===== config.mk =====
export PLATFORM = sky130hd
export DESIGN_NAME = rpt_regs
export DESIGN_NICKNAME = d
export VERILOG_FILES = /design/src/rpt_pkg.sv /design/src/rpt_regs.sv
export VERILOG_INCLUDE_DIRS = /design/src
export SDC_FILE = /design/constraint.sdc
export NUM_CORES = 1
export LEC_CHECK = 0
export ABC_AREA = 1
export BUFFER_PORTS_ARGS = -buffer_cell sky130_fd_sc_hd__buf_4
export CAP_MARGIN = 20
export CORE_MARGIN = 2
export CORE_UTILIZATION = 43
export DETAILED_ROUTE_END_ITERATION = 10
export GPL_TIMING_DRIVEN = 0
export PLACE_DENSITY_LB_ADDON = 0.25
export SLEW_MARGIN = 0
export SYNTH_ARGS = -nofsm -noshare
export SYNTH_HDL_FRONTEND = slang
export SYNTH_SLANG_ARGS = --single-unit

===== constraint.sdc =====
create_clock -name mclk -period 13.15 [get_ports mclk]
set_input_delay 2.63 -clock mclk [delete_from_list [all_inputs] [get_ports mclk]]
set_output_delay 2.63 -clock mclk [all_outputs]
set_load 0.01 [all_outputs]

===== src/rpt_params.svh =====
`ifndef RPT_PARAMS_SVH
`define RPT_PARAMS_SVH

`define RPT_ADDR_W 20
`define RPT_IDX_W 18
`define RPT_IDX_X 18'h0DF12
`define RPT_IDX_Y 18'h0DF13
`define RPT_IDX_Z 18'h0DF14
`define RPT_IDX_CTRL 18'h0DF15
`define RPT_IDX_PWR 18'h0DF17
`define RPT_IDX_TCH 18'h0DF20
`define RPT_IDX_TCL 18'h0DF21
`define RPT_IDX_MASK 18'h0DF22

`define RPT_RST_ZERO 8'h00
`define RPT_RST_PWR_CTL 1'b1
`define RPT_RST_PWR_DLY 3'b100
`define RPT_RST_TCH 8'h7A
`define RPT_RST_TCL 8'h94
`define RPT_RST_MASK 8'hFF

`define RPT_CTRL_CPU 0
`define RPT_PWR_DLY 2:0
`define RPT_PWR_CTL 3
`define RPT_PWR_STAT 4
`define RPT_TCH_RX2RX 7:5
`define RPT_TCH_SW2TX 4:2
`define RPT_TCH_PAHI 1:0
`define RPT_TCL_PALO 7:6
`define RPT_TCL_END2SW 5:3
`define RPT_TCL_END2PA 2:0
`define RPT_M_VGA_RST 7
`define RPT_M_BIAS 6
`define RPT_M_SW_BIAS 5
`define RPT_M_BUF_SEL 4
`define RPT_M_PRE 3
`define RPT_M_AMP_N 2
`define RPT_M_AMP_P 1
`define RPT_M_DAC 0

`define RPT_CLK_MHZ 25
`define RPT_RX2RX_STEP_US 5
`define RPT_CAL_HALF_SYMS 13
`define RPT_SYMBOL_US 16
`define RPT_DLY_US0 0
`define RPT_DLY_US1 31
`define RPT_DLY_US2 63
`define RPT_DLY_US3 125
`define RPT_DLY_US4 250
`define RPT_DLY_US5 500
`define RPT_DLY_US6 1000
`define RPT_DLY_US7 2000

`define RPT_RESP_OKAY 2'b00
`define RPT_RESP_SLVERR 2'b10

`endif


===== src/rpt_pkg.sv =====
package rpt_pkg;
    typedef enum logic [2:0] {
        RPT_IDLE = 3'b000,
        RPT_RX_CAL = 3'b001,
        RPT_RX_CHAIN = 3'b010,
        RPT_RX_ON = 3'b011,
        RPT_TX_LEAD = 3'b100,
        RPT_TX_ON = 3'b101,
        RPT_TX_TAIL = 3'b110
    } rpt_state_t;
endpackage : rpt_pkg


===== src/rpt_regs.sv =====
// The AXI4-Lite slave port was chosen for this implementation.
`timescale 1ns/1ns
`include "rpt_params.svh"
module rpt_regs #(
    parameter int unsigned DLY_CYC [8] = '{
        `RPT_DLY_US0 * `RPT_CLK_MHZ, `RPT_DLY_US1 * `RPT_CLK_MHZ,
        `RPT_DLY_US2 * `RPT_CLK_MHZ, `RPT_DLY_US3 * `RPT_CLK_MHZ,
        `RPT_DLY_US4 * `RPT_CLK_MHZ, `RPT_DLY_US5 * `RPT_CLK_MHZ,
        `RPT_DLY_US6 * `RPT_CLK_MHZ, `RPT_DLY_US7 * `RPT_CLK_MHZ}
) (
    input wire logic mclk,
    input wire logic rst_b,
    input wire logic [`RPT_ADDR_W-1:0] s_axi_awaddr,
    input wire logic s_axi_awvalid,
    output logic s_axi_awready,
    input wire logic [31:0] s_axi_wdata,
    input wire logic [3:0] s_axi_wstrb,
    input wire logic s_axi_wvalid,
    output logic s_axi_wready,
    output logic [1:0] s_axi_bresp,
    output logic s_axi_bvalid,
    input wire logic s_axi_bready,
    input wire logic [`RPT_ADDR_W-1:0] s_axi_araddr,
    input wire logic s_axi_arvalid,
    output logic s_axi_arready,
    output logic [31:0] s_axi_rdata,
    output logic [1:0] s_axi_rresp,
    output logic s_axi_rvalid,
    input wire logic s_axi_rready,
    input wire logic rx_enable_req,
    input wire logic tx_start,
    input wire logic tx_last_chip,
    output logic [7:0] seq_operand_x,
    output logic [7:0] seq_operand_y,
    output logic [7:0] seq_operand_z,
    output logic seq_cpu_ctrl,
    output logic regulator_powerdown_ctl,
    output logic delayed_analog_powerdown,
    output logic rx_chain_en,
    output logic demod_en,
    output logic tx_en,
    output logic mod_en,
    output logic pa_on,
    output logic vga_reset_n,
    output logic global_bias_off,
    output logic output_switch_bias_ctl,
    output logic buffer_select,
    output logic prescaler_off,
    output logic amp_neg_path_off,
    output logic amp_pos_path_off,
    output logic tx_converter_off,
    output logic up_mixer_off
);
    // Cycle counts derived from the microsecond figures
    localparam int unsigned CAL_CYC =
        (`RPT_CAL_HALF_SYMS * `RPT_SYMBOL_US * `RPT_CLK_MHZ + 1) / 2;
    localparam logic [15:0] MHZ = 16'(`RPT_CLK_MHZ);
    localparam logic [15:0] RX_STEP = 16'(`RPT_RX2RX_STEP_US * `RPT_CLK_MHZ);

    logic [2:0] dly_sel;
    logic [7:0] timing_high, timing_low, mask, w_byte, rd_val;
    logic [15:0] pd_cnt, st_cnt, lead_cyc, sw_on_at, pa_on_at, sw_off_at, pa_off_at;
    logic aw_held, w_held, w_lane0, do_write, wr_hit, rd_hit;
    logic [`RPT_IDX_W-1:0] aw_idx, rd_idx;
    rpt_pkg::rpt_state_t state, next_state;
    logic [3:0] amp_lead;
    logic g_rx_chain, g_demod, g_tx, g_switch, g_pa, g_tx_side;

    assign amp_lead = {timing_high[`RPT_TCH_PAHI], timing_low[`RPT_TCL_PALO]};
    assign lead_cyc = (amp_lead > {1'b0, timing_high[`RPT_TCH_SW2TX]})
        ? 16'(amp_lead) * MHZ : 16'(timing_high[`RPT_TCH_SW2TX]) * MHZ;
    assign sw_on_at = lead_cyc - 16'(timing_high[`RPT_TCH_SW2TX]) * MHZ;
    assign pa_on_at = lead_cyc - 16'(amp_lead) * MHZ;
    assign sw_off_at = 16'(timing_low[`RPT_TCL_END2SW]) * MHZ;
    assign pa_off_at = 16'(timing_low[`RPT_TCL_END2PA]) * MHZ;
    assign do_write = (aw_held || (s_axi_awvalid && s_axi_awready))
        && (w_held || (s_axi_wvalid && s_axi_wready)) && !s_axi_bvalid;
    assign rd_idx = s_axi_araddr[`RPT_ADDR_W-1:2];

    // Write channel capture; address and data may arrive in either order
    always_ff @(posedge mclk)
    begin
        if (!rst_b)
        begin
            aw_held <= 1'b0;
            w_held <= 1'b0;
            aw_idx <= '0;
            w_byte <= `RPT_RST_ZERO;
            w_lane0 <= 1'b0;
        end
        else if (do_write)
        begin
            aw_held <= 1'b0;
            w_held <= 1'b0;
        end
        else
        begin
            if (s_axi_awvalid && s_axi_awready)
            begin
                aw_held <= 1'b1;
                aw_idx <= s_axi_awaddr[`RPT_ADDR_W-1:2];
            end
            if (s_axi_wvalid && s_axi_wready)
            begin
                w_held <= 1'b1;
                w_byte <= s_axi_wdata[7:0];
                w_lane0 <= s_axi_wstrb[0];
            end
        end
    end

    // Ready flags; one write outstanding, so each drops once its own half is held
    always_ff @(posedge mclk)
    begin
        if (!rst_b)
        begin
            s_axi_awready <= 1'b0;
            s_axi_wready <= 1'b0;
        end
        else
        begin
            s_axi_awready <= !(aw_held || (s_axi_awvalid && s_axi_awready)) && !do_write && !s_axi_bvalid;
            s_axi_wready <= !(w_held || (s_axi_wvalid && s_axi_wready)) && !do_write && !s_axi_bvalid;
        end
    end

    // Combined write address, data and strobe in one view
    logic [`RPT_IDX_W-1:0] wr_idx;
    logic [7:0] wr_byte;
    logic wr_en;
    assign wr_idx = aw_held ? aw_idx : s_axi_awaddr[`RPT_ADDR_W-1:2];
    assign wr_byte = w_held ? w_byte : s_axi_wdata[7:0];
    assign wr_en = do_write && (w_held ? w_lane0 : s_axi_wstrb[0]);

    // Write decode, used only for the response code
    always_comb
    begin
        if (wr_idx == `RPT_IDX_X) wr_hit = 1'b1;
        else if (wr_idx == `RPT_IDX_Y) wr_hit = 1'b1;
        else if (wr_idx == `RPT_IDX_Z) wr_hit = 1'b1;
        else if (wr_idx == `RPT_IDX_CTRL) wr_hit = 1'b1;
        else if (wr_idx == `RPT_IDX_PWR) wr_hit = 1'b1;
        else if (wr_idx == `RPT_IDX_TCH) wr_hit = 1'b1;
        else if (wr_idx == `RPT_IDX_TCL) wr_hit = 1'b1;
        else if (wr_idx == `RPT_IDX_MASK) wr_hit = 1'b1;
        else wr_hit = 1'b0;
    end

    // Write response, unmapped addresses answer SLVERR
    always_ff @(posedge mclk)
    begin
        if (!rst_b)
        begin
            s_axi_bvalid <= 1'b0;
            s_axi_bresp <= `RPT_RESP_OKAY;
        end
        else if (do_write)
        begin
            s_axi_bvalid <= 1'b1;
            s_axi_bresp <= wr_hit ? `RPT_RESP_OKAY : `RPT_RESP_SLVERR;
        end
        else if (s_axi_bready)
        begin
            s_axi_bvalid <= 1'b0;
        end
    end

    // Sequencer operands and control bit
    always_ff @(posedge mclk)
    begin
        if (!rst_b)
        begin
            seq_operand_x <= `RPT_RST_ZERO;
            seq_operand_y <= `RPT_RST_ZERO;
            seq_operand_z <= `RPT_RST_ZERO;
            seq_cpu_ctrl <= 1'b0;
        end
        else if (wr_en)
        begin
            if (wr_idx == `RPT_IDX_X) seq_operand_x <= wr_byte;
            else if (wr_idx == `RPT_IDX_Y) seq_operand_y <= wr_byte;
            else if (wr_idx == `RPT_IDX_Z) seq_operand_z <= wr_byte;
            else if (wr_idx == `RPT_IDX_CTRL) seq_cpu_ctrl <= wr_byte[`RPT_CTRL_CPU];
        end
    end

    // Power, timing and mask registers
    always_ff @(posedge mclk)
    begin
        if (!rst_b)
        begin
            regulator_powerdown_ctl <= `RPT_RST_PWR_CTL;
            dly_sel <= `RPT_RST_PWR_DLY;
            timing_high <= `RPT_RST_TCH;
            timing_low <= `RPT_RST_TCL;
            mask <= `RPT_RST_MASK;
        end
        else if (wr_en)
        begin
            if (wr_idx == `RPT_IDX_PWR)
            begin
                regulator_powerdown_ctl <= wr_byte[`RPT_PWR_CTL];
                dly_sel <= wr_byte[`RPT_PWR_DLY];
            end
            else if (wr_idx == `RPT_IDX_TCH) timing_high <= wr_byte;
            else if (wr_idx == `RPT_IDX_TCL) timing_low <= wr_byte;
            else if (wr_idx == `RPT_IDX_MASK) mask <= wr_byte;
        end
    end

    // Delayed status; power-up waits, power-down drops at once so analog never outlives the supply
    always_ff @(posedge mclk)
    begin
        if (!rst_b)
        begin
            delayed_analog_powerdown <= 1'b0;
            pd_cnt <= '0;
        end
        else if (regulator_powerdown_ctl)
        begin
            delayed_analog_powerdown <= 1'b0;
            pd_cnt <= '0;
        end
        else if (!delayed_analog_powerdown)
        begin
            if (pd_cnt >= 16'(DLY_CYC[dly_sel]))
                delayed_analog_powerdown <= 1'b1;
            else
                pd_cnt <= pd_cnt + 16'h0001;
        end
    end

    // Read data mux
    always_comb
    begin
        rd_hit = 1'b1;
        if (rd_idx == `RPT_IDX_X) rd_val = seq_operand_x;
        else if (rd_idx == `RPT_IDX_Y) rd_val = seq_operand_y;
        else if (rd_idx == `RPT_IDX_Z) rd_val = seq_operand_z;
        else if (rd_idx == `RPT_IDX_CTRL) rd_val = {7'h00, seq_cpu_ctrl};
        else if (rd_idx == `RPT_IDX_PWR)
            rd_val = {3'h0, delayed_analog_powerdown, regulator_powerdown_ctl, dly_sel};
        else if (rd_idx == `RPT_IDX_TCH) rd_val = timing_high;
        else if (rd_idx == `RPT_IDX_TCL) rd_val = timing_low;
        else if (rd_idx == `RPT_IDX_MASK)
            rd_val = {mask[7], 1'b0, mask[5:0]};
        else
        begin
            rd_val = `RPT_RST_ZERO;
            rd_hit = 1'b0;
        end
    end

    // Read channel; data sampled when the address is taken
    always_ff @(posedge mclk)
    begin
        if (!rst_b)
        begin
            s_axi_arready <= 1'b0;
            s_axi_rvalid <= 1'b0;
            s_axi_rdata <= '0;
            s_axi_rresp <= `RPT_RESP_OKAY;
        end
        else if (s_axi_arvalid && s_axi_arready)
        begin
            s_axi_arready <= 1'b0;
            s_axi_rvalid <= 1'b1;
            s_axi_rdata <= {24'h000000, rd_val};
            s_axi_rresp <= rd_hit ? `RPT_RESP_OKAY : `RPT_RESP_SLVERR;
        end
        else if (s_axi_rvalid)
        begin
            if (s_axi_rready)
                s_axi_rvalid <= 1'b0;
        end
        else
        begin
            s_axi_arready <= 1'b1;
        end
    end

    // Radio controller sequencing
    always_comb
    begin
        next_state = state;
        case (state)
            rpt_pkg::RPT_IDLE:
                if (tx_start) next_state = rpt_pkg::RPT_TX_LEAD;
                else if (rx_enable_req) next_state = rpt_pkg::RPT_RX_CAL;
            rpt_pkg::RPT_RX_CAL:
                if (!rx_enable_req) next_state = rpt_pkg::RPT_IDLE;
                else if (st_cnt >= 16'(CAL_CYC)) next_state = rpt_pkg::RPT_RX_CHAIN;
            rpt_pkg::RPT_RX_CHAIN:
                if (!rx_enable_req) next_state = rpt_pkg::RPT_IDLE;
                else if (st_cnt >= 16'(timing_high[`RPT_TCH_RX2RX]) * RX_STEP)
                    next_state = rpt_pkg::RPT_RX_ON;
            rpt_pkg::RPT_RX_ON:
                if (tx_start) next_state = rpt_pkg::RPT_TX_LEAD;
                else if (!rx_enable_req) next_state = rpt_pkg::RPT_IDLE;
            rpt_pkg::RPT_TX_LEAD:
                if (st_cnt >= lead_cyc) next_state = rpt_pkg::RPT_TX_ON;
            rpt_pkg::RPT_TX_ON:
                if (tx_last_chip) next_state = rpt_pkg::RPT_TX_TAIL;
            rpt_pkg::RPT_TX_TAIL:
                if (st_cnt >= sw_off_at && st_cnt >= pa_off_at) next_state = rpt_pkg::RPT_IDLE;
            default:
                next_state = rpt_pkg::RPT_IDLE;
        endcase
    end

    // State register and time-in-state counter; analog off forces idle
    always_ff @(posedge mclk)
    begin
        if (!rst_b)
        begin
            state <= rpt_pkg::RPT_IDLE;
            st_cnt <= '0;
        end
        else if (!delayed_analog_powerdown)
        begin
            state <= rpt_pkg::RPT_IDLE;
            st_cnt <= '0;
        end
        else if (next_state != state)
        begin
            state <= next_state;
            st_cnt <= '0;
        end
        else if (st_cnt != 16'hFFFF)
        begin
            st_cnt <= st_cnt + 16'h0001;
        end
    end

    // Controller-generated controls before masking
    always_comb
    begin
        g_rx_chain = (state == rpt_pkg::RPT_RX_CHAIN) || (state == rpt_pkg::RPT_RX_ON);
        g_demod = (state == rpt_pkg::RPT_RX_ON);
        g_tx = (state == rpt_pkg::RPT_TX_ON);
        g_tx_side = (state == rpt_pkg::RPT_TX_LEAD) || g_tx || (state == rpt_pkg::RPT_TX_TAIL);
        g_switch = g_tx || ((state == rpt_pkg::RPT_TX_LEAD) && st_cnt >= sw_on_at)
            || ((state == rpt_pkg::RPT_TX_TAIL) && st_cnt < sw_off_at);
        g_pa = g_tx || ((state == rpt_pkg::RPT_TX_LEAD) && st_cnt >= pa_on_at)
            || ((state == rpt_pkg::RPT_TX_TAIL) && st_cnt < pa_off_at);
    end

    // Registered outputs; mask ANDs each bias, buffer, amp, mixer and converter control, then analog-off forces power-down on all but buffer_select
    always_ff @(posedge mclk)
    begin
        if (!rst_b)
        begin
            rx_chain_en <= 1'b0;
            demod_en <= 1'b0;
            tx_en <= 1'b0;
            mod_en <= 1'b0;
            pa_on <= 1'b0;
            vga_reset_n <= 1'b0;
            global_bias_off <= 1'b1;
            output_switch_bias_ctl <= 1'b0;
            buffer_select <= 1'b0;
            prescaler_off <= 1'b1;
            amp_neg_path_off <= 1'b1;
            amp_pos_path_off <= 1'b1;
            tx_converter_off <= 1'b1;
            up_mixer_off <= 1'b1;
        end
        else
        begin
            rx_chain_en <= delayed_analog_powerdown && g_rx_chain;
            demod_en <= delayed_analog_powerdown && g_demod;
            tx_en <= delayed_analog_powerdown && g_tx;
            mod_en <= delayed_analog_powerdown && g_pa;
            pa_on <= delayed_analog_powerdown && g_pa;
            vga_reset_n <= mask[`RPT_M_VGA_RST] && g_demod && delayed_analog_powerdown;
            global_bias_off <= (mask[`RPT_M_BIAS] && (state == rpt_pkg::RPT_IDLE))
                || !delayed_analog_powerdown;
            output_switch_bias_ctl <= mask[`RPT_M_SW_BIAS] && g_switch
                && delayed_analog_powerdown;
            buffer_select <= mask[`RPT_M_BUF_SEL] && g_tx_side;
            prescaler_off <= (mask[`RPT_M_PRE] && (state == rpt_pkg::RPT_IDLE))
                || !delayed_analog_powerdown;
            amp_neg_path_off <= (mask[`RPT_M_AMP_N] && !g_pa) || !delayed_analog_powerdown;
            amp_pos_path_off <= (mask[`RPT_M_AMP_P] && !g_pa) || !delayed_analog_powerdown;
            tx_converter_off <= (mask[`RPT_M_DAC] && !g_pa) || !delayed_analog_powerdown;
            up_mixer_off <= (mask[`RPT_M_AMP_N] && mask[`RPT_M_AMP_P] && !g_pa)
                || !delayed_analog_powerdown;
        end
    end
endmodule : rpt_regs


==> load_flow_metrics.sql, run 1 <==
INSERT INTO impl_metrics (metric_group, metric, value, unit) VALUES
('outcome', 'outcome', 'finished clean', ''),
('sta', 'timing.final.crit_share', '42.58', '%'),
('grt', 'initial_antenna_violation_count', '0', ''),
('setup_path', 'reg2reg_from', 'timing_high[3]', ''),
('floorplanning', 'initial_util', '43.66', '%'),
('sta', 'timing.final.max_slew_violations', '0', ''),
('clocking', 'cts_tree', 'yes', ''),
('min_path', 'worstHoldPathCells', '2', ''),
('power_and_ir_drop', 'vdd_ir_drop_max', '0.05778', 'mV'),
('routing', 'first_iter_violations', '577', ''),
('final_layout', 'insertedDiodeCount', '0', ''),
('grt', 'grt_first_pass_wirelength', '47730', 'um'),
('sta', 'grt_setup_unrepaired', 'no', ''),
('synthesis', 'yosys.area.top_type_share', '26.66', '%'),
('power_and_ir_drop', 'p_per_area', '79.63', 'nW/um^2'),
('final_layout', 'total_number_of_nets_in_the_final_design', '1970', ''),
('routing', 'avgViaCountPerCell', '5.095', ''),
('run', 'maxCapViolCount', '0', ''),
('routing', 'finalWirelength', '29470', 'um'),
('clocking', 'cts.hold.buffers_added', '0', ''),
('synthesis', 'syn-instance-count', '1584', ''),
('place', 'port-buffer-count', '109', ''),
('sta', 'finalSetupTns', '0', 'ns'),
('clocking', 'cts_buffer_depth', '2', ''),
('setup_path', 'path_common_cell', 'sky130_fd_sc_hd__nand2_1', ''),
('final_layout', 'drive_above_1_share', '12.46', '%'),
('clocking', 'cts_made_buffers', '17', ''),
('setup_path', 'rr_worst_depth', '28', ''),
('floorplanning', 'floorplan.rows', '58', ''),
('sta', 'post_layout_min_period', '5.599', 'ns'),
('routing', 'wl_per_cell', '14.17', 'um'),
('floorplanning', 'core_region_area', '25110', 'sq um'),
('synthesis', 'synth_cell_type_count', '53', ''),
('floorplanning', 'floorplan.die.height', '163.7', 'um'),
('routing', 'drc', '0', ''),
('synthesis', 'synth.ff_latch_count', '146', ''),
('setup_path', 'setup_slack_of_the_worst_register_to_register_path', '7.55', 'ns'),
('place', 'dp_hpwl', '23430', 'um'),
('synthesis', 'synth_enable_flop_cells', '0', ''),
('grt', 'gr-total-overflow', '0', ''),
('synthesis', 'synth_seq_area_share', '26.66', '%'),
('clocking', 'numClockSinks', '146', ''),
('clocking', 'cts.clk_slew.worst_paths', '0.06', 'ns'),
('sta', 'whs', '0.4533', 'ns'),
('grt', 'grt_max_degree', '17', ''),
('min_path', 'hold_path.startpoint', 'w_byte[2]', ''),
('setup_path', 'timing.critical_path.from_type', 'flop', ''),
('setup_path', 'timing.critical_path.to_type', 'flop', ''),
('sta', 'max_slew_margin', '36.57', '%'),
('sta', 'setup-violations-final', '0', ''),
('setup_path', 'worstSetupPathType', 'flop to flop', ''),
('floorplanning', 'pin_count', '168', ''),
('sta', 'finalHoldViolations', '0', ''),
('min_path', 'min_path_type', 'flop to flop', ''),
('sta', 'final.setup_skew', '0.01639', 'ns'),
('synthesis', 'synth-async-reset-ratio', '0', '%'),
('routing', 'vias_after_detailed_routing', '10598', ''),
('floorplanning', 'die_width', '163.7', 'um'),
('setup_path', 'cp_data_arrival_time', '5.95', 'ns'),
('setup_path', 'critical_path.max_fanout', '10', ''),
('sta', 'max_freq', '0.1786', 'GHz'),
('clocking', 'cts_resized', '0', ''),
('final_layout', 'area_added_between_synthesis_and_finish', '17.30', '%'),
('place', 'finalWeightedCongestion', '0.8942', ''),
('synthesis', 'post_synth_instance_area', '10960', 'sq um'),
('min_path', 'whs_endpoint', 'w_byte[2]', ''),
('synthesis', 'synth.largest_area_cell', 'sky130_fd_sc_hd__dfxtp_1', ''),
('setup_path', 'slowest_delay', '0.55', 'ns'),
('clocking', 'ctsHtreeMaxLevel', '4', ''),
('grt', 'overall_routing_resource_usage', '22.25', '%'),
('synthesis', 'synth_area_per_cell', '6.921', 'sq um');
## power by group
part	internal, W	switching (W)	total, W
clock network	0.000251	0.000223	0.000474
logic	0.0000347	0.0000594	0.0000941
registers	0.000451	0.00000444	0.000456
total	0.000737	0.000287	0.00102
## area by class of cell
cell class                 instances  area, sq um  area share (%)
clock inverter                    15        146.4           1.138
multi-input combinational       1157         6854           53.30
clock buffer                      17        425.4           3.308
tap                              330        412.9           3.211
timing repair buffer             109        818.3           6.363
inverter                         243        913.4           7.103
sequential                       146         2923           22.73
buffer                            63        366.6           2.851
## synthesized netlist by cell type (4+ instances only)
cell type,count
sky130_fd_sc_hd__o21a_1,5
sky130_fd_sc_hd__fa_1,6
sky130_fd_sc_hd__dfxtp_1,146
sky130_fd_sc_hd__nand4_1,44
sky130_fd_sc_hd__o21ai_2,4
sky130_fd_sc_hd__ha_1,141
sky130_fd_sc_hd__o211ai_1,13
sky130_fd_sc_hd__nor4_1,5
sky130_fd_sc_hd__buf_4,29
sky130_fd_sc_hd__nand3_2,4
sky130_fd_sc_hd__o21ai_0,122
sky130_fd_sc_hd__nor3b_2,8
sky130_fd_sc_hd__xor2_1,25
sky130_fd_sc_hd__inv_1,235
sky130_fd_sc_hd__o21bai_1,4
sky130_fd_sc_hd__nand2_1,311
sky130_fd_sc_hd__nand3_1,61
sky130_fd_sc_hd__inv_2,6
sky130_fd_sc_hd__a21oi_1,155
sky130_fd_sc_hd__nor2_1,141
sky130_fd_sc_hd__buf_2,5
sky130_fd_sc_hd__nor2_2,4
sky130_fd_sc_hd__clkbuf_1,26
sky130_fd_sc_hd__xnor2_1,17
sky130_fd_sc_hd__or2_0,6
sky130_fd_sc_hd__nor3_1,20
## metal layers
layer | GRT usage (%) | share of wire [%] | vias to the layer above
met5 | 0 | 0 | -
met1 | 30.02 | 47 | 4802
met2 | 36.67 | 46 | 283
met3 | 3.961 | 5.8 | 46
met4 | 5.662 | 1.7 | 0
li1 | - | - | 5467
## cells in the final DEF, fill, tap and decap left out, drive strengths merged, types with 26 or more instances in the layout
cell,count
dfxtp,146
nand4,46
a21oi,155
inv,249
conb,26
nor2,146
o21ai,128
nand3,65
nand2,313
clkbuf,43
ha,141
buf,146
## stage by stage
step	cell area, sq um	total power, W	setup WS, ns	utilization (%)	instances
after floorplan	11060	0.0005223	8.906	-	1609
after global placement	12290	0.0005583	7.842	48.94	2048
after detailed placement	12290	0.0005593	7.624	48.94	2048
after CTS	12860	0.001029	7.581	51.22	2080
after global routing	12860	0.001061	7.002	51.22	2080
final	12860	0.001024	7.551	51.22	2080
## sequential cells by signal (all words and copies together) (netlist names), 3 cells and up
name / count
dly_sel: 3
seq_operand_x: 8
seq_operand_y: 8
timing_high: 8
st_cnt: 16
w_byte: 8
timing_low: 8
mask: 8
aw_idx: 18
pd_cnt: 16
seq_operand_z: 8
state: 3
s_axi_rdata: 8
## cells by family (layout without fill, tap and decap cells)
group / after synthesis / in the layout / share of synthesized area, %
AOI/OAI and AO/OA: 320 / 320 / 15.78
xor gates and xnor gates: 42 / 42 / 3.355
adders and majority gates: 147 / 147 / 17.19
buffers and inverters: 306 / 447 / 11.68
DFF: 146 / 146 / 26.66
other: 1 / 26 / 0.03421
and+or+nand+nor: 622 / 622 / 25.30
## worst max-delay path by stage
stage,start,end,slack (ns),depth (start not counted)
4_1_cts,timing_high[3],up_mixer_off,7.58,28
3_5_place_dp,timing_high[3],up_mixer_off,7.62,28
2_1_floorplan,timing_high[3],up_mixer_off,8.91,28
5_1_grt,timing_high[3],up_mixer_off,7.00,28
3_3_place_gp,timing_high[3],up_mixer_off,7.84,28
6_report,timing_high[3],up_mixer_off,7.55,28
## worst max-delay path, delay by kind of cell (launching register included)
family          cells  cell delay (ns)
fa+ha+maj           3             1.12
simple gates       10             1.04
flops               1             0.49
compound gates     11             2.25
buf+inv             4             0.63
Power figures use the tool's default switching activity.
==> run 2, diff against run 1 <==
==> constraint.sdc (replaced) <==
create_clock -name mclk -period 5.5 [get_ports mclk]
set_input_delay 1.1 -clock mclk [delete_from_list [all_inputs] [get_ports mclk]]
set_output_delay 1.1 -clock mclk [all_outputs]
set_load 0.01 [all_outputs]
==> load_flow_metrics.sql, run 2 (synthesis gave the netlist of run 1 again) <==
INSERT INTO impl_metrics (metric_group, metric, value, unit) VALUES
('clocking', 'numClockSinks', '146', ''),
('sta', 'post_layout_min_period', '5.000', 'ns'),
('sta', 'whs', '0.4533', 'ns'),
('final_layout', 'layout.cells.most_common_list', 'sky130_fd_sc_hd__nand2_1, sky130_fd_sc_hd__inv_1, sky130_fd_sc_hd__a21oi_1, sky130_fd_sc_hd__dfxtp_1', ''),
('floorplanning', 'pin_count', '168', ''),
('floorplanning', 'core_region_area', '25110', 'sq um'),
('routing', 'wl_per_cell', '14.16', 'um'),
('power_and_ir_drop', 'internal-power', '0.001761', 'W'),
('sta', 'max_slew_margin', '36.39', '%'),
('sta', 'final.setup_skew', '0.01632', 'ns'),
('routing', 'detail-route-antenna-nets', '0', ''),
('power_and_ir_drop', 'p_per_area', '190.0', 'nW/um^2'),
('final_layout', 'largest-register', 'aw_idx', ''),
('power_and_ir_drop', 'power_frac_clock', '46.3', '%'),
('outcome', 'outcome', 'finished clean', ''),
('place', 'finalWeightedCongestion', '0.8942', ''),
('floorplanning', 'floorplan.die.height', '163.7', 'um'),
('final_layout', 'area_added_between_synthesis_and_finish', '17.47', '%'),
('final_layout', 'largest_register_ffs', '18', ''),
('final_layout', 'total_number_of_nets_in_the_final_design', '1970', ''),
('grt', 'initial_antenna_violation_count', '0', ''),
('place', 'port-buffer-count', '109', ''),
('clocking', 'ctsHtreeMaxLevel', '4', ''),
('setup_path', 'timing.critical_path.from_type', 'flop', ''),
('power_and_ir_drop', 'power.switching_fraction', '28.02', '%'),
('setup_path', 'critPathRequiredTime', '5.86', 'ns'),
('clocking', 'postCtsSetupRepairBufs', '0', ''),
('clocking', 'insertion_delay', '0.45', 'ns'),
('final_layout', 'drive_above_1_share', '12.69', '%'),
('power_and_ir_drop', 'comb_power_share', '9.2', '%'),
('sta', 'finalHoldViolations', '0', ''),
('routing', 'finalWirelength', '29440', 'um'),
('sta', 'timing.final.crit_share', '90.91', '%'),
('sta', 'postLayoutSetupSlackWorst', '0.5002', 'ns'),
('floorplanning', 'die_width', '163.7', 'um'),
('run', 'maxCapViolCount', '0', ''),
('clocking', 'cts_made_buffers', '17', ''),
('clocking', 'cts_tree', 'yes', ''),
('routing', 'detail_route.first_pass.iterations', '5', ''),
('setup_path', 'cp.buffers_inverters', '4', ''),
('power_and_ir_drop', 'p_leak', '6.238', 'nW'),
('setup_path', 'worst_path_max_delay_cell', 'sky130_fd_sc_hd__dfxtp_2', ''),
('grt', 'grt_pass1_vias', '9609', ''),
('sta', 'setup-violations-final', '0', ''),
('power_and_ir_drop', 'power.net_switching', '0.0006857', 'W'),
('routing', 'first_iter_violations', '630', ''),
('clocking', 'cts.clk_slew.worst_paths', '0.06', 'ns'),
('setup_path', 'worstSetupPathType', 'flop to flop', ''),
('grt', 'grt_max_degree', '17', ''),
('final_layout', 'fill_cells', '2548', ''),
('final_layout', 'reg_top3', 'aw_idx: 18 flops, pd_cnt: 16 flops, st_cnt: 16 flops', ''),
('setup_path', 'timing.critical_path.to_type', 'flop', ''),
('grt', 'grt_first_pass_wirelength', '47750', 'um'),
('floorplanning', 'initial_util', '43.66', '%'),
('routing', 'drc', '0', ''),
('setup_path', 'crit_family', 'compound AO/OA/AOI/OAI gates', ''),
('grt', 'gr-total-overflow', '0', ''),
('setup_path', 'path_common_cell', 'sky130_fd_sc_hd__nand2_1', ''),
('min_path', 'min_path_type', 'flop to flop', ''),
('floorplanning', 'floorplan.rows', '58', ''),
('sta', 'worst_pin_slew', '0.9542', 'ns'),
('sta', 'grt_setup_unrepaired', 'no', ''),
('power_and_ir_drop', 'vdd_ir_drop_max', '0.1373', 'mV'),
('place', 'dp_hpwl', '23430', 'um'),
('sta', 'timing.final.max_slew_violations', '0', ''),
('setup_path', 'cp_data_arrival_time', '5.36', 'ns'),
('place', 'pre_cts_ws', '-0.02607', 'ns'),
('setup_path', 'critical_path.max_fanout', '10', ''),
('setup_path', 'slowest_delay', '0.41', 'ns'),
('clocking', 'cts_buffer_depth', '2', ''),
('sta', 'max_freq', '0.2000', 'GHz'),
('final_layout', 'layout.cells.most_common', 'sky130_fd_sc_hd__nand2_1', ''),
('grt', 'overall_routing_resource_usage', '22.26', '%'),
('floorplanning', 'die_area', '26790', 'sq um'),
('routing', 'vias_after_detailed_routing', '10592', ''),
('final_layout', 'insertedDiodeCount', '0', ''),
('clocking', 'clockRootBuffer', 'sky130_fd_sc_hd__clkbuf_16', ''),
('routing', 'avgViaCountPerCell', '5.092', ''),
('power_and_ir_drop', 'power_frac_seq', '44.5', '%');
run 2: path summary, 6_finish.rpt:
path,startpoint,endpoint,slack (ns),depth (start not counted)
worst max register to register,timing_high[3],up_mixer_off,0.50,29
worst min-delay path,w_byte[2],w_byte[2],0.45,2
worst min register to register,w_byte[2],w_byte[2],0.45,2
worst max-delay path,timing_high[3],up_mixer_off,0.50,29
run 2: per-layer routing:
metal  global-route usage (%)  wire length, um  vias to the layer above
li1                         -                -                     5467
met1                    30.02            13680                     4784
met2                    36.71            13460                      299
met3                    3.961             1812                       42
met4                    5.662              490                        0
met5                        0                0                        -
run 2: power groups by stage:
stage / Sequential (W) / Clock [W] / Combinational [W]
6_report: 0.00109 / 0.00113 / 0.000225
5_1_grt: 0.00109 / 0.00119 / 0.000251
4_1_cts: 0.00109 / 0.00115 / 0.000225
3_5_place_dp: 0.00111 / 0 / 0.000224
3_3_place_gp: 0.00111 / 0 / 0.000222
2_1_floorplan: 0.00111 / 0 / 0.000135
run 2: per-stage QoR:
step / total power (W) / util [%] / area, sq um / setup TNS, ns / instances
after global routing: 0.002536 / 51.29 / 12880 / 0 / 2080
after CTS: 0.002461 / 51.23 / 12860 / 0 / 2080
final: 0.002447 / 51.29 / 12880 / 0 / 2080
after detailed placement: 0.001337 / 48.94 / 12290 / -0.02607 / 2048
after floorplan: 0.001249 / - / 11060 / 0 / 1609
after global placement: 0.001335 / 48.94 / 12290 / 0 / 2048
run 2: what timing repair did:
action / 4_1_cts / 5_1_grt
cloned: 0 / 0
setup endpoints to repair: 1 / 6
pin swaps: 0 / 0
resized for setup: 1 / 7
hold buffers: 0 / 0
hold endpoints to repair: 0 / 0
run 2: layout make-up:
| class | count | area, sq um | share of cell area, % |
|---|---|---|---|
| buffer | 63 | 367.9 | 2.856 |
| inverter | 243 | 913.4 | 7.092 |
| timing repair buffer | 109 | 818.3 | 6.354 |
| clock buffer | 17 | 425.4 | 3.303 |
| multi-input combinational | 1157 | 6870 | 53.35 |
| tap | 330 | 412.9 | 3.206 |
| sequential | 146 | 2924 | 22.70 |
| clock inverter | 15 | 146.4 | 1.137 |
run 2: worst register-to-register path, delay by kind of cell (launching register included):
kind	cells	cell delay, ns
flip-flops	1	0.41
AND/OR/NAND/NOR	10	0.99
adder cells (fa/ha/maj)	3	1.00
AO/OA/AOI/OAI	12	2.01
buffers and inverters	4	0.52
==> run 3, diff against run 2 <==
--- a/config.mk
+++ b/config.mk
@@ -6,7 +6,6 @@
 export SDC_FILE = /design/constraint.sdc
 export NUM_CORES = 1
 export LEC_CHECK = 0
-export ABC_AREA = 1
 export BUFFER_PORTS_ARGS = -buffer_cell sky130_fd_sc_hd__buf_4
 export CAP_MARGIN = 20
 export CORE_MARGIN = 2
@@ -18,3 +17,4 @@
 export SYNTH_ARGS = -nofsm -noshare
 export SYNTH_HDL_FRONTEND = slang
 export SYNTH_SLANG_ARGS = --single-unit
+export TNS_END_PERCENT = 1
==> load_flow_metrics.sql, run 3 <==
INSERT INTO impl_metrics (metric_group, metric, value, unit) VALUES
('final_layout', 'layout.cells.most_common_list', 'sky130_fd_sc_hd__dfxtp_1, sky130_fd_sc_hd__buf_4, sky130_fd_sc_hd__ha_1, sky130_fd_sc_hd__nor2_1, sky130_fd_sc_hd__nand2_1', ''),
('final_layout', 'largest-register', 'aw_idx', ''),
('min_path', 'min_path_type', 'flop to flop', ''),
('grt', 'overall_routing_resource_usage', '22.50', '%'),
('grt', 'grt_first_pass_wirelength', '43930', 'um'),
('clocking', 'clockRootBuffer', 'sky130_fd_sc_hd__clkbuf_16', ''),
('routing', 'finalWirelength', '27450', 'um'),
('grt', 'gr-total-overflow', '0', ''),
('sta', 'setup-violations-final', '0', ''),
('setup_path', 'worstSetupPathType', 'flop to flop', ''),
('setup_path', 'critPathRequiredTime', '5.88', 'ns'),
('floorplanning', 'die_area', '24720', 'sq um'),
('synthesis', 'syn-instance-count', '1174', ''),
('clocking', 'numClockSinks', '146', ''),
('routing', 'wl_per_cell', '16.51', 'um'),
('routing', 'vias_after_detailed_routing', '8865', ''),
('clocking', 'insertion_delay', '0.44', 'ns'),
('sta', 'timing.final.max_slew_violations', '0', ''),
('sta', 'final.setup_skew', '0.01759', 'ns'),
('synthesis', 'synth_seq_area_share', '28.95', '%'),
('clocking', 'cts_tree', 'yes', ''),
('routing', 'routed-wl-met3', '1219', 'um'),
('run', 'maxCapViolCount', '0', ''),
('setup_path', 'critical_path.max_fanout', '10', ''),
('final_layout', 'layout.cells.most_common', 'sky130_fd_sc_hd__dfxtp_1', ''),
('setup_path', 'timing.critical_path.to_type', 'flop', ''),
('final_layout', 'area_added_between_synthesis_and_finish', '19.63', '%'),
('place', 'dp_hpwl', '21450', 'um'),
('synthesis', 'synthMostInstantiatedCell', 'sky130_fd_sc_hd__dfxtp_1', ''),
('routing', 'm1WireLength', '12880', 'um'),
('floorplanning', 'die_width', '157.2', 'um'),
('floorplanning', 'pin_count', '168', ''),
('sta', 'timing.final.crit_share', '93.30', '%'),
('setup_path', 'slowest_delay', '0.55', 'ns'),
('final_layout', 'drive_above_1_share', '15.85', '%'),
('synthesis', 'synth_area_leaders', 'sky130_fd_sc_hd__dfxtp_1, sky130_fd_sc_hd__ha_1, sky130_fd_sc_hd__mux2i_1, sky130_fd_sc_hd__nor2_1, sky130_fd_sc_hd__nand2_1', ''),
('place', 'finalWeightedCongestion', '0.8541', ''),
('clocking', 'ctsHtreeMaxLevel', '4', ''),
('routing', 'detail_route.first_pass.iterations', '5', ''),
('routing', 'drc', '0', ''),
('power_and_ir_drop', 'p_per_area', '206.8', 'nW/um^2'),
('synthesis', 'post_synth_instance_area', '10100', 'sq um'),
('floorplanning', 'initial_util', '43.41', '%'),
('final_layout', 'insertedDiodeCount', '0', ''),
('power_and_ir_drop', 'p_leak', '5.496', 'nW'),
('routing', 'detail-route-antenna-nets', '0', ''),
('synthesis', 'synth_area_per_cell', '8.601', 'sq um'),
('sta', 'max_slew_margin', '27.12', '%'),
('final_layout', 'finish.utilization', '51.93', '%'),
('power_and_ir_drop', 'vdd_ir_drop_max', '0.1773', 'mV'),
('synthesis', 'synth_enable_flop_cells', '0', ''),
('synthesis', 'yosysWarningCount', '0', ''),
('synthesis', 'synth.largest_area_cell', 'sky130_fd_sc_hd__dfxtp_1', ''),
('final_layout', 'largest_register_ffs', '18', ''),
('sta', 'finalHoldViolations', '0', ''),
('sta', 'post_layout_min_period', '5.131', 'ns'),
('routing', 'routed.top_layer', 'met4', ''),
('clocking', 'cts_made_buffers', '17', ''),
('floorplanning', 'floorplan.rows', '56', ''),
('final_layout', 'finish.cell_count_without_fillers', '1663', ''),
('sta', 'worst_pin_slew', '1.085', 'ns'),
('grt', 'grt_max_degree', '19', ''),
('outcome', 'outcome', 'finished clean', ''),
('synthesis', 'ys_dominant_reg_cell', 'sky130_fd_sc_hd__dfxtp_1', ''),
('floorplanning', 'floorplan.die.height', '157.2', 'um'),
('routing', 'routed-wl-met2', '12680', 'um'),
('synthesis', 'synth_cell_type_count', '74', ''),
('routing', 'first_iter_violations', '550', ''),
('synthesis', 'synth_common_cells', 'sky130_fd_sc_hd__dfxtp_1, sky130_fd_sc_hd__ha_1, sky130_fd_sc_hd__nor2_1, sky130_fd_sc_hd__nand2_1', ''),
('place', 'port-buffer-count', '109', ''),
('place', 'dp_cell_count', '1627', ''),
('clocking', 'cts_buffer_depth', '2', ''),
('synthesis', 'yosys.area.top_type_share', '28.95', '%'),
('synthesis', 'synth.ff_latch_count', '146', ''),
('setup_path', 'crit_path_cell_trace', 'ha_1 > nor2b_1 > o21ai_0 > nand2b_1 > a21oi_4 > buf_4 > nand2_1 > o21ai_0 > ha_1 > nor2b_1 > o21ai_1 > a21oi_1 > o21ai_1 > a21oi_1 > o21a_1 > o21a_1 > ha_1 > a21o_1 > a21o_1 > a21oi_1 > nor3_1 > or3_1 > a21oi_4 > a31o_2', ''),
('grt', 'initial_antenna_violation_count', '0', ''),
('sta', 'max_freq', '0.1949', 'GHz'),
('setup_path', 'cp_data_arrival_time', '5.51', 'ns'),
('grt', 'grt_pass1_vias', '8421', ''),
('clocking', 'cts.hold.buffers_added', '0', ''),
('final_layout', 'total_number_of_nets_in_the_final_design', '1564', ''),
('setup_path', 'timing.critical_path.from_type', 'flop', ''),
('clocking', 'cts.clk_slew.worst_paths', '0.08', 'ns'),
('routing', 'avgViaCountPerCell', '5.331', ''),
('setup_path', 'worst_path_max_delay_cell', 'sky130_fd_sc_hd__dfxtp_1', ''),
('floorplanning', 'core_region_area', '23260', 'sq um'),
('sta', 'grt_setup_unrepaired', 'no', ''),
('synthesis', 'synth-async-reset-ratio', '0', '%'),
('final_layout', 'reg_top3', 'aw_idx: 18 flops, pd_cnt: 16 flops, st_cnt: 16 flops', '');
run 3: cell count changes in the layout (fill, tap and decap cells not counted), sizes merged, moves of 16 or more:
cell	delta
nand3	-29
a21o	+23
nand2b	+20
nand2	-225
a21oi	-91
a211oi	+16
mux2i	+73
nor2	-22
nor2b	+21
nand4	-29
inv	-169
o21ai	-77
run 3: critical path, delay by kind of cell, from the launching register on:
kind	cells	cell delay, ns
AO/OA/AOI/OAI	14	2.52
adder cells (fa/ha/maj)	3	0.96
AND/OR/NAND/NOR	6	0.83
flip-flops	1	0.55
buffers and inverters	1	0.21
run 3: cell families after synthesis:
| logic type | count (synthesis) | share of synthesized area (%) |
|---|---|---|
| AND/OR/NAND/NOR | 387 | 19.13 |
| AO/OA/AOI/OAI | 239 | 15.46 |
| adder cells (fa/ha/maj) | 148 | 18.76 |
| flip-flops | 146 | 28.95 |
| buffers and inverters | 134 | 6.109 |
| multiplexers | 86 | 8.686 |
| XOR/XNOR | 33 | 2.862 |
| other | 1 | 0.03714 |
run 3: metrics by stage:
step | power, W | hold WS (ns) | TNS (ns) | worst slack (ns) | instance area [sq um]
global route | 0.002581 | 0.4996 | 0 | 0.007490 | 12080
finish | 0.002497 | 0.4759 | 0 | 0.3685 | 12080
global placement | 0.001319 | 0.4551 | -2.440 | -0.5374 | 11410
detailed placement | 0.001320 | 0.4651 | -2.756 | -0.5929 | 11410
floorplan | 0.001233 | 0.4258 | 0 | 0.5550 | 10190
CTS | 0.002510 | 0.4775 | 0 | 0.01805 | 12040
run 3: routing by layer:
metal  vias up  global-route usage, %
met1      4124                  29.35
met5         -                      0
met2       207                  37.51
met3        44                  3.992
met4         0                  7.576
li1       4490                      -
run 3: path summary, 6_finish.rpt:
| path | startpoint | to | slack [ns] | cells after the start |
|---|---|---|---|---|
| worst max-delay path | timing_low[7] | up_mixer_off | 0.37 | 24 |
| worst min-delay path | s_axi_bresp[1] | s_axi_bresp[1] | 0.48 | 2 |
| worst max register to register | timing_low[7] | up_mixer_off | 0.37 | 24 |
| worst min register to register | s_axi_bresp[1] | s_axi_bresp[1] | 0.48 | 2 |
run 3: timing repair:
action | 4_1_cts | 5_1_grt
pin swaps | 0 | 1
gates resized for setup | 6 | 7
endpoints found under the setup margin | 5 | 6
buffers inserted | 0 | 4
cloned | 0 | 0
run 3: final cells by class:
| type | instances | area [sq um] |
|---|---|---|
| buffer | 60 | 342.8 |
| clock buffer | 17 | 425.4 |
| clock inverter | 15 | 182.7 |
| fill | 2293 | 11180 |
| inverter | 74 | 281.5 |
| multi-input combinational | 919 | 6675 |
| sequential | 146 | 2924 |
| tap | 319 | 399.1 |
| timing repair buffer | 113 | 848.3 |
run 3: power by group:
group | total [W] | switching, W | internal (W)
Clock | 0.00120 | 0.000584 | 0.000617
Combinational | 0.000207 | 0.000113 | 0.0000930
Sequential | 0.00109 | 0.0000130 | 0.00108
Total | 0.00250 | 0.000710 | 0.00179
